File: src/sac_cfg.svh
// timing and format constants for the converter host controller
// assumes a 40 MHz system clock
`ifndef SAC_CFG_SVH
`define SAC_CFG_SVH
`define SAC_CLK_NS 25
`define SAC_CONV_TIME_NS 200
`define SAC_CONV_CYC ((`SAC_CONV_TIME_NS + `SAC_CLK_NS - 1) / `SAC_CLK_NS)
`define SAC_ACQ_NS 100
`define SAC_NAP_EXTRA_NS 60
`define SAC_ACQ_CYC ((`SAC_ACQ_NS + `SAC_CLK_NS - 1) / `SAC_CLK_NS)
`define SAC_NAP_ACQ_CYC ((`SAC_ACQ_NS + `SAC_NAP_EXTRA_NS + `SAC_CLK_NS - 1) / `SAC_CLK_NS)
`define SAC_RST_PULSE_NS 100
`define SAC_RST_PULSE_CYC ((`SAC_RST_PULSE_NS + `SAC_CLK_NS - 1) / `SAC_CLK_NS)
`define SAC_INIT_CONVS 3'h4
`define SAC_ABORT_CODE 12'hfe0
`define SAC_BUSY_TMO_CYC 8'h20
`endif

File: src/sac_pkg.sv
// types shared by the converter host controller
package sac_pkg;
  typedef struct packed {
    logic csN;
    logic rdN;
    logic convStartN;
    logic byteSel;
    logic napReqN;
    logic pwdRstN;
  } sac_ctl_s;
  typedef struct packed {
    logic valid;
    logic aborted;
    logic [11:0] data;
  } sac_res_s;
endpackage : sac_pkg

File: src/sac_host.sv
// host controller driving a 12-bit parallel sar converter through its pins
// assumes device outputs (busy, data bus) are synchronous to clk
`timescale 1ns/1ps
`include "sac_cfg.svh"
module sac_host (
  input wire logic clk,
  input wire logic sys_rst,
  input wire logic convReq,
  input wire logic abortReq,
  input wire logic resetReq,
  input wire logic napEn,
  input wire logic byteMode,
  input wire logic devBusy,
  input wire logic [11:0] dataIn,
  output sac_pkg::sac_ctl_s pinCtl,
  output sac_pkg::sac_res_s result,
  output logic resultStb,
  output logic ready
);
  typedef enum {S_IDLE, S_ACQ, S_CONV, S_RDHI, S_RDLO, S_ABORT, S_RESET} sac_state_e;

  // counts are small; the top bits of a wide constant are dropped on purpose
  function automatic logic [7:0] cyc8(input int n);
    cyc8 = n[7:0];
  endfunction : cyc8

  // result word from a read; the marker code flags an abort or reset phase
  function automatic sac_pkg::sac_res_s mk_res(input logic [11:0] d, input logic [2:0] left);
    mk_res.data = d;
    mk_res.aborted = (d == `SAC_ABORT_CODE);
    // warm-up conversions after reset carry no trustworthy code
    mk_res.valid = (left == 3'h0);
  endfunction : mk_res

  // warm-up counter steps down once per completed read and stops at zero
  function automatic logic [2:0] init_dec(input logic [2:0] left);
    init_dec = (left != 3'h0) ? left - 3'h1 : 3'h0;
  endfunction : init_dec

  //////////////////////////////////////////////////////////////////////////////
  sac_state_e state_r, state_nxt;
  sac_pkg::sac_ctl_s ctl_r, ctl_nxt;
  sac_pkg::sac_res_s res_r, res_nxt;
  logic stb_r, stb_nxt;
  logic rdy_r, rdy_nxt;
  logic [7:0] cnt_r, cnt_nxt;
  logic [2:0] init_r, init_nxt;
  logic [7:0] hiByte_r, hiByte_nxt;
  logic napped_r, napped_nxt;

  always_comb begin
    state_nxt = state_r;
    ctl_nxt = ctl_r;
    res_nxt = res_r;
    stb_nxt = 1'b0;
    rdy_nxt = 1'b0;
    cnt_nxt = (cnt_r != 8'h00) ? cnt_r - 8'h01 : 8'h00;
    init_nxt = init_r;
    hiByte_nxt = hiByte_r;
    napped_nxt = napped_r;
    ctl_nxt.napReqN = ~napEn;
    ctl_nxt.byteSel = 1'b0;
    case (state_r)
      S_IDLE: begin
        ctl_nxt.rdN = 1'b1;
        rdy_nxt = 1'b1;
        if (napEn && !devBusy) begin
          napped_nxt = 1'b1;
        end
        if (resetReq) begin
          ctl_nxt.pwdRstN = 1'b0;
          cnt_nxt = cyc8(`SAC_RST_PULSE_CYC);
          rdy_nxt = 1'b0;
          state_nxt = S_RESET;
        end else if (convReq && !devBusy) begin
          // a request while busy waits; the level stays until ready drops
          // start high with cs low opens sampling
          ctl_nxt.csN = 1'b0;
          ctl_nxt.convStartN = 1'b1;
          // a held nap request naps after every busy fall, so each sample needs more
          cnt_nxt = (napped_r || napEn) ? cyc8(`SAC_NAP_ACQ_CYC) : cyc8(`SAC_ACQ_CYC);
          napped_nxt = 1'b0;
          rdy_nxt = 1'b0;
          state_nxt = S_ACQ;
        end
      end
      S_ACQ: begin
        if (cnt_r == 8'h00) begin
          ctl_nxt.convStartN = 1'b0;
          cnt_nxt = cyc8(`SAC_CONV_CYC) + `SAC_BUSY_TMO_CYC;
          state_nxt = S_CONV;
        end
      end
      S_CONV: begin
        // start back high early so the next acquisition needs no busy fall
        ctl_nxt.convStartN = 1'b1;
        if (abortReq) begin
          ctl_nxt.csN = 1'b1;
          state_nxt = S_ABORT;
        end else if (!devBusy && cnt_r < cyc8(`SAC_CONV_CYC) + `SAC_BUSY_TMO_CYC - 8'h01)
        begin
          ctl_nxt.rdN = 1'b0;
          state_nxt = S_RDHI;
        end else if (cnt_r == 8'h00) begin
          // no busy fall within the timeout: give up with an abort
          state_nxt = S_ABORT;
        end
      end
      S_RDHI: begin
        if (byteMode) begin
          hiByte_nxt = dataIn[11:4];
          ctl_nxt.byteSel = 1'b1;
          state_nxt = S_RDLO;
        end else begin
          res_nxt = mk_res(dataIn, init_r);
          stb_nxt = 1'b1;
          init_nxt = init_dec(init_r);
          ctl_nxt.rdN = 1'b1;
          state_nxt = S_IDLE;
        end
      end
      S_RDLO: begin
        ctl_nxt.byteSel = 1'b1;
        // low nibble sits in the top four lanes while byte select is high
        res_nxt = mk_res({hiByte_r, dataIn[11:8]}, init_r);
        stb_nxt = 1'b1;
        init_nxt = init_dec(init_r);
        ctl_nxt.rdN = 1'b1;
        state_nxt = S_IDLE;
      end
      S_ABORT: begin
        // cs falls while busy and start are high: abort, marker code follows
        ctl_nxt.csN = 1'b0;
        res_nxt.data = `SAC_ABORT_CODE;
        res_nxt.aborted = 1'b1;
        res_nxt.valid = 1'b0;
        stb_nxt = 1'b1;
        state_nxt = S_IDLE;
      end
      S_RESET: begin
        // short pulse stays in reset phase; device aborts and shows fe0
        ctl_nxt.csN = 1'b1;
        ctl_nxt.rdN = 1'b1;
        if (cnt_r == 8'h00 && !resetReq) begin
          ctl_nxt.pwdRstN = 1'b1;
          init_nxt = `SAC_INIT_CONVS;
          res_nxt.data = `SAC_ABORT_CODE;
          res_nxt.valid = 1'b0;
          res_nxt.aborted = 1'b1;
          state_nxt = S_IDLE;
        end
        // holding resetReq keeps the pin low into full powerdown
        if (resetReq) ctl_nxt.pwdRstN = 1'b0;
      end
      default: state_nxt = S_IDLE;
    endcase
  end

  //////////////////////////////////////////////////////////////////////////////
  // registers only; all decisions sit in the block above
  always_ff @(posedge clk or posedge sys_rst) begin
    if (sys_rst) begin
      state_r <= S_IDLE;
      ctl_r <= '{csN: 1'b1, rdN: 1'b1, convStartN: 1'b1, byteSel: 1'b0,
                 napReqN: 1'b1, pwdRstN: 1'b1};
      res_r <= '0;
      stb_r <= 1'b0;
      rdy_r <= 1'b0;
      cnt_r <= 8'h00;
      init_r <= `SAC_INIT_CONVS;
      hiByte_r <= 8'h00;
      napped_r <= 1'b0;
    end else begin
      state_r <= state_nxt;
      ctl_r <= ctl_nxt;
      res_r <= res_nxt;
      stb_r <= stb_nxt;
      rdy_r <= rdy_nxt;
      cnt_r <= cnt_nxt;
      init_r <= init_nxt;
      hiByte_r <= hiByte_nxt;
      napped_r <= napped_nxt;
    end
  end

  //////////////////////////////////////////////////////////////////////////////
  // outputs come straight from the registers above
  assign pinCtl = ctl_r;
  assign result = res_r;
  assign resultStb = stb_r;
  assign ready = rdy_r;
endmodule : sac_host

File: config.mk
export PLATFORM = sky130hd
export DESIGN_NAME = sac_host
export DESIGN_NICKNAME = d
export VERILOG_FILES = /design/src/sac_pkg.sv /design/src/sac_host.sv
export VERILOG_INCLUDE_DIRS = /design/src
export SDC_FILE = /design/constraint.sdc
export NUM_CORES = 1
export LEC_CHECK = 0
export BUFFER_PORTS_ARGS = -buffer_cell sky130_fd_sc_hd__buf_2
export CORE_ASPECT_RATIO = 2
export CORE_MARGIN = 5
export CORE_UTILIZATION = 52
export CTS_BUF_LIST = sky130_fd_sc_hd__clkbuf_16
export CTS_CLUSTER_DIAMETER = 100
export DETAILED_ROUTE_END_ITERATION = 10
export GPL_ROUTABILITY_DRIVEN = 0
export PLACE_DENSITY = 0.71
export SLEW_MARGIN = 40
export SYNTH_ARGS = -nofsm -noshare
export SYNTH_HDL_FRONTEND = slang
export SYNTH_SLANG_ARGS = --single-unit
File: constraint.sdc
create_clock -name clk -period 2.9 [get_ports clk]
set_clock_uncertainty 0.15 [all_clocks]
set_input_delay 0.29 -clock clk [delete_from_list [all_inputs] [get_ports clk]]
set_output_delay 0.29 -clock clk [all_outputs]
set_load 0.005 [all_outputs]
==> summary.md, run 1 <==
Critical path capture point type: a register. The die is 57.9 um wide. For the total negative setup slack, the log shows 0 ps. In this run the remaining antenna-violating nets after routing total 0. The met3 track demand over resource in global routing is 3.55%. Standard cell with the maximum stage delay on the critical path: or4b_4. The proportion of layout cells with a drive suffix above 1 is 29.5%, and the pin count of the biggest net entering global routing is 27. The arrival time at the worst endpoint is 2440 ps, and the average routed wire per standard cell is 16.2 um.

For the aggregate routed wire length, the log shows 5.24 mm. Summing the sequential cell areas from Yosys gives 47.6% of the chip area. Counting the buffers created by CTS gives 5. Compound-cell area share of the yosys netlist: 19.9%.

Setup repair after global routing left no endpoint under its margin. The min-delay analysis places its worst path in the category in2reg. The aggregate global-route resource usage was 18.6%; the area inside the core boundary was 0.00451 mm^2. The cell count after synthesis was 227; the number of antenna violations at the first check in global routing was 0. During I/O placement, the number of pins put on the boundary was 42.

The tools report the routing usage on met2 as 29.3%. The tools report the launch instance of the worst min-delay path as napEn. For the worst flop-to-flop path, the logic depth is 6. Counting every sink on the clock net gives 45. In this run the tightest slew margin relative to its limit is 58.5%.

The worst setup slack after placement was 523 ps; the post-synthesis instance area was 0.00238 mm^2. The via count of the first global-routing pass is 1924. The initial cell density of the core came out at 52.8%. The count of warnings emitted by yosys was 0; the number of pins with negative max-slew slack in the final report was 0. At the pin with the least slew margin, the transition time is 623 ps. The number of detailed-route iterations in the first pass was 4; the area fraction in and, or, nand and nor cells after synthesis was 14.5%.

The run gives 0.00113 mm^2 as the area occupied by registers. The worst register-to-register path ends at result[2]. The leakage power summed over all cells is 1.31 nW, and the power density normalized to cell area is 1080 mW/mm^2. For this run, asynchronously set or reset flops after synthesis account for 100%. The number of maximum-capacitance violations is 0, and the synthesized area divided by synthesized cell count is 10.5 um^2.

The final critical path takes up 83.4% of the cycle. The endpoint of the worst hold path was pinCtl[1]. The synthesized-area fraction occupied by adder cells was 2.63%; the final layout net count was 292. The leading register cell type out of synthesis was dfrtp_1. Of all nets on the critical path, the largest fanout is 8. Port buffering added 41 buffers.

Traced cell by cell, the critical path runs through inv_1 -> ha_1 -> or4b_4 -> nor3_4 -> a21o_1 -> mux2_4. The run gives 480 ps as the slack of the worst reg-to-reg path. For the worst-case vdd ir drop, the log shows 704 uV. In this run, distinct cell masters in the synthesized netlist total 60. For this run, the slowest stage of the critical path takes 540 ps.

The repair_antennas step left the layout with diodes totalling 0. Across all layers, the routed design uses 1860 vias. The share of cell area taken by muxes after synthesis was 7.36%. The tools report the number of core rows as 35.

Summing the areas of all xor and xnor instances in the mapped netlist gives 2.21% of the synthesized area. After synthesis the netlist holds a flip-flop and latch count of 45. The start-to-end type of the worst setup path is reg2reg.

The tools report the sort of element at the start of the critical path as a register. In this run the post-CTS setup repair buffer count came out at 0. met2 is the most crowded layer. Detailed placement finished with a half-perimeter wire length of 3.75 mm. The required time reported for the critical path endpoint was 2920 ps; the maximum number of buffers from clock root to sink was 2. The minimum clock period works out to 2420 ps.

When the netlist entered floorplanning its net count stood at 252. TritonCTS built the clock tree. Using the TritonRoute via totals, the vias-per-cell ratio works out to 5.76. The final hold violation count is 0, and the global-route track usage on met1 is 24.4%.

The logs give 1 for the post-cts hold buffer count and 0 for the overflow left after global routing. Setup violations remaining at the end of the flow were counted as 0. The area added between synthesis and finish was 16.0%.

The clock root buffer master is clkbuf_16. The detailed router's first-iteration violation count is 35. After synthesis, the largest family of logic cells by area is compound AO/OA/AOI/OAI gates. The number of enable flip-flop cells after synthesis works out to 0. The first global-routing pass estimated 8.90 mm of wire. For the worst-skew pair, the clock arrives at the later sink with an insertion delay of 280 ps. Cells fill 61.2% of the core in the end. The highest clock rate came out at 413 MHz. The full die area is 0.00611 mm^2.

The number of fillers in the final layout is 385, and the multi-input logic area is 0.00111 mm^2. After detailed routing, the number of remaining DRC violations is 0. Measured along the y axis, the die boundary spans 106 um.

The run finished with clean final reports. After clock tree synthesis, the repair step resized 0 gates. The worst hold path was traced through 2 stages.

In this run the critical register-to-register path is launched from cnt_r[0]. The H-tree generated during clock tree synthesis spans 2 levels. Setup slack on the critical path of the routed design comes to 480 ps. Clock-pin slew was measured on the worst setup and hold paths at 60 ps.
## where the power goes
part	internal, mW	total [mW]	switching (mW)
registers	0.933	1.20	0.271
clock network	0.313	0.535	0.222
logic	0.620	1.24	0.622
total	1.87	2.98	1.11
## worst max-delay path: cells and delay by family, from the launching register on
kind | cells | cell delay [ps]
DFF | 1 | 400
muxes | 1 | 330
buffers and inverters | 1 | 90
AOI/OAI and AO/OA | 1 | 380
and+or+nand+nor | 2 | 810
adders and majority gates | 1 | 140
## cell usage in the layout, fill, tap and decap left out, types with 2 or more instances in the layout
cell	Yosys	routed
mux2_2	8	8
nand4_1	2	2
nor3b_1	3	3
dfstp_2	6	6
buf_4	0	2
nand2b_1	4	4
nand3_1	4	4
xnor2_1	5	5
clkinv_2	0	3
mux2_4	5	5
buf_2	2	41
o22ai_1	7	7
a31oi_1	2	2
ha_1	5	5
nor2_1	15	15
and2_1	2	2
a21oi_1	16	16
a21o_1	3	3
a2bb2oi_1	3	3
nand2_1	10	10
o21a_1	2	2
dfrtp_1	39	39
o21ai_0	10	10
a22o_1	7	7
nor3_1	3	3
or3_1	2	2
clkbuf_16	0	5
inv_1	21	21
## state kept, by name (all words and copies together), names as in the netlist
name	flops
cnt_r	8
hiByte_r	8
init_r	3
napped_r	1
pinCtl	6
ready	1
result	14
resultStb	1
state_r	3
## cells in the mapped netlist, types with 2 or more instances
library cell / instances / area (um^2)
buf_6: 2 / 22.5
and2_1: 2 / 12.5
clkbuf_1: 5 / 18.8
dfstp_2: 6 / 158
a21o_1: 3 / 22.5
nand2b_1: 4 / 25.0
o22ai_1: 7 / 43.8
a2bb2oi_1: 3 / 26.3
ha_1: 5 / 62.6
buf_1: 2 / 7.51
inv_1: 21 / 78.8
o21ai_0: 10 / 50.1
or3_1: 2 / 12.5
nor3b_1: 3 / 22.5
buf_2: 2 / 10.0
xnor2_1: 5 / 43.8
o21a_1: 2 / 15.0
mux2_2: 8 / 90.1
a21oi_1: 16 / 80.1
a22o_1: 7 / 61.3
nor2_1: 15 / 56.3
nand3_1: 4 / 20.0
nor3_1: 3 / 15.0
nand4_1: 2 / 12.5
a31oi_1: 2 / 12.5
mux2_4: 5 / 75.1
nand2_1: 10 / 37.5
dfrtp_1: 39 / 976
## cells by family after synthesis
| logic type | count (synthesis) |
|---|---|
| fa+ha+maj | 5 |
| compound gates | 66 |
| xor+xnor | 6 |
| mux | 14 |
| simple gates | 59 |
| buf+inv | 32 |
| flops | 45 |
## per-layer routing
layer  vias up  wire (um)
li1        896          -
met1       899       2330
met2        55       2560
met3        10        227
met4         0        131
met5         -          0
## final cells by class
type / instances / share of cell area, %
clock buffer: 5 / 4.53
clock inverter: 3 / 0.498
timing repair buffer: 44 / 8.34
tap: 55 / 2.49
inverter: 21 / 2.90
sequential: 45 / 41.1
multi-input combinational: 150 / 40.2
## through the flow
stage	instances	hold WS, ps	total power, mW	instance area, um^2
3_5_place_dp	314	160	2.44	2610
4_1_cts	323	6.64	3.00	2760
5_1_grt	323	8.84	3.22	2760
2_1_floorplan	227	166	2.11	2380
3_3_place_gp	314	251	2.40	2610
6_report	323	3.38	2.98	2760
## how the worst max path moves through the flow
| stage | startpoint | end | slack [ps] | cells after the start |
|---|---|---|---|---|
| floorplan | cnt_r[0] | result[0] | 700 | 8 |
| global placement | cnt_r[0] | result[1] | 580 | 6 |
| detailed placement | cnt_r[0] | result[0] | 520 | 6 |
| CTS | cnt_r[0] | result[2] | 480 | 6 |
| global route | cnt_r[0] | result[2] | 400 | 6 |
| finish | cnt_r[0] | result[2] | 480 | 6 |
(Power assumes the default switching activity.)
==> run 2, diff against run 1 <==
==> constraint.sdc (replaced) <==
create_clock -name clk -period 2.48 [get_ports clk]
set_clock_uncertainty 0.15 [all_clocks]
set_input_delay 0.248 -clock clk [delete_from_list [all_inputs] [get_ports clk]]
set_output_delay 0.248 -clock clk [all_outputs]
set_load 0.005 [all_outputs]
==> run 2 against run 1 <==
Net effect:
- sequential share of layout area decreased by 1.4 points
- die area stayed put
- first-iteration DRC count grew 51%
- clock power is 57% higher
- design area grew 3.5%
- flip-flop and latch count did not move
- sequential power grew 12%
- critical endpoint is now result[3]
==> summary.md, run 2 (synthesis results as in run 1) <==
The flow ran to the end, and the final reports show no timing, DRC or antenna violations. The tools report the sort of element at the start of the critical path as a register. The worst setup path is captured at a register. The initial cell density of the core was 52.8% (unchanged). The area after detailed placement was 0.00265 mm^2 (+1.4%); the proportion of layout cells with a drive suffix above 1 was 30.7% (+1.2 points). The buffers plus inverters on the worst setup path came out at 1 (unchanged). The top cell types in the final layout, fill and taps aside, are buf_2, dfrtp_1, inv_1. The number of antenna cells inserted is 0 (unchanged), and the CTS clock-pin slew for the worst setup and hold paths is 60 ps (about the same). The logs give 46 (+70%) for the pin count of the biggest net entering global routing and 155 ps (-325 ps) for the setup slack of the critical path after layout. The average routed wire per standard cell was 15.9 um (-2.0%). The post-layout instance area was 0.00286 mm^2 (+3.5%); the max-slew headroom at the worst pin was 58.0% (-0.47 points). The run gives 35.8% (-4.6 points) as the power share of the sequential group. The logs give 0 (unchanged) for the number of remaining DRC errors and 2340 ps (-100 ps) for the arrival time at the worst endpoint. The number of pins with negative max-slew slack in the final report is 0 (unchanged). The x dimension of the die was 57.9 um (unchanged); the final clock period utilization by the worst path was 93.7% (+10 points). The run gives 1.32 mW (+19%) as the switching power. Traced cell by cell, the critical path runs through inv_1 -> ha_1 -> or4b_4 -> nor3_4 -> a21o_1 -> mux2_4. The number of detailed-route iterations in the first pass came out at 4 (unchanged). For the estimated wirelength of the detail-placed design, the log shows 3.88 mm (+3.5%). The tools report the utilization of the core after routing as 63.4% (+2.2 points). Clock root buffer master: clkbuf_16.

The tools report the launch instance of the worst min-delay path as dataIn[5]. TritonCTS built the clock tree. The TritonCTS sink count was 45 (unchanged). Flip-flop count of the largest register after layout: 14 (unchanged). The full die area is 0.00611 mm^2 (unchanged).

The leakage power summed over all cells was 1.35 nW (+3.4%). The insertion delay to the later sink of the worst-skew pair was 280 ps (about the same). The aggregate routed wire length is 5.23 mm (-0.23%). The required time reported for the critical path endpoint is 2500 ps (-420 ps). The die height was 106 um (unchanged).

Setup repair after global routing left no endpoint under its margin. The critical path is of the reg2reg type. The total negative setup slack is 0 ps (unchanged), and the aggregate global-route resource usage is 19.0% (+0.42 points).

The worst setup slack after placement was 165 ps (-358 ps). The maximum number of buffers from clock root to sink is 2 (unchanged), and the number of I/O pins is 42 (unchanged). The number of setup violations in the final report was 0 (unchanged).

The area inside the core boundary came out at 0.00451 mm^2 (unchanged). The maximum fanout count along the critical path is 7 (-1), and the cell-internal power is 2.43 mW (+30%). For the post-cts hold buffer count, the log shows 2 (+1). In this design, the largest share of critical-path delay is due to simple AND/OR/NAND/NOR gates. The peak per-stage delay on the critical path came out at 480 ps (-60 ps).

The switching fraction of total power was 35.3% (-2.2 points). The logs give 1984 (+3.1%) for the via count of the first global-routing pass and 9.19 mm (+3.2%) for the first-pass GRT wire length. The final layout net count came out at 298 (+2.1%). The logs give 41.9% (+0.2 points) for the combinational fraction of design power and 0 (unchanged) for the overflow left after global routing.

The count of H-tree levels built during CTS came out at 2 (unchanged). The critical path starts at cnt_r[0]. Setup fix buffers added after clock tree synthesis: 0 (unchanged).

The library cell used most frequently in the layout, excluding fill and tap cells, is buf_2. The power density normalized to cell area is 1310 mW/mm^2 (+22%). The final hold violation count was 0 (unchanged). The logs give 0 (unchanged) for the number of maximum-capacitance violations and 35 (unchanged) for the number of core rows. The remaining antenna violation count after routing came out at 0 (unchanged). The minimum clock period is 2320 ps (-94.9 ps), and the slew of the pin with the lowest slew margin is 623 ps (+0.389 ps). For the number of antenna violations at the first check in global routing, the log shows 0 (unchanged).

The worst-case vdd ir drop is 733 uV (+4.2%), and the overall power consumption is 3.75 mW (+26%). The TritonCTS buffer count is 5 (unchanged). The tools report the origin of the critical flop-to-flop path as cnt_r[0]. The highest clock rate was 430 MHz (+4.1%).

The number of vias in the routed layout was 1898 (+2.0%); the number of buffers inserted by port buffering was 41 (unchanged). The clock network fraction of total power was 22.4% (+4.5 points); the post-cts resize count was 0 (unchanged). Number of vias per cell after detailed routing: 5.77 (+0.18%).

The slowest stage of the critical path belongs to the cell or4b_4. The detailed router's first-iteration violation count is 53 (+51%), and the area added between synthesis and finish is 20.1%. The path class of the tightest hold or removal check is in2reg.
## run 2: power groups by stage
stage | Combinational (mW) | Sequential [mW] | Clock, mW
CTS | 1.58 | 1.34 | 0.855
floorplan | 1.16 | 1.31 | 0
global placement | 1.53 | 1.33 | 0
global route | 1.75 | 1.40 | 0.887
finish | 1.57 | 1.34 | 0.838
detailed placement | 1.57 | 1.35 | 0
## run 2: area by class of cell
cell class	count	area [um^2]
Clock buffer	5	125
Clock inverter	3	65.1
Fill cell	382	1650
Inverter	21	78.8
Multi-Input combinational cell	150	1110
Sequential cell	45	1130
Tap cell	55	68.8
Timing Repair Buffer	50	278
## run 2: routing by layer
layer  vias to the layer above  share of wire (%)  GRT usage (%)
met4                         0                2.1           8.13
met2                        45                 50           31.0
met3                         8                3.8           3.31
li1                        909                  -              -
met5                         -                  0              0
met1                       936                 44           24.2
## run 2: worst register-to-register path, delay by kind of cell (launching register included)
family / cells / cell delay, ps
buffers and inverters: 1 / 90
multiplexers: 1 / 340
flip-flops: 1 / 410
adder cells (fa/ha/maj): 1 / 130
AO/OA/AOI/OAI: 1 / 380
AND/OR/NAND/NOR: 2 / 710
## run 2: per-stage QoR
stage          hold slack [ps]  instances
2_1_floorplan              124        227
3_3_place_gp               250        319
3_5_place_dp               252        319
4_1_cts                   82.3        329
5_1_grt                   86.9        329
6_report                  85.9        329
## run 2: path summary, 6_finish.rpt
check	end	slack (ps)	cells after the start
max in group asynchronous	pinCtl[1]	1310	4
min in group asynchronous	cnt_r[1]	480	4
max reg2reg	result[3]	160	6
max	result[3]	160	6
min reg2reg	init_r[0]	350	1
min	hiByte_r[1]	90	2
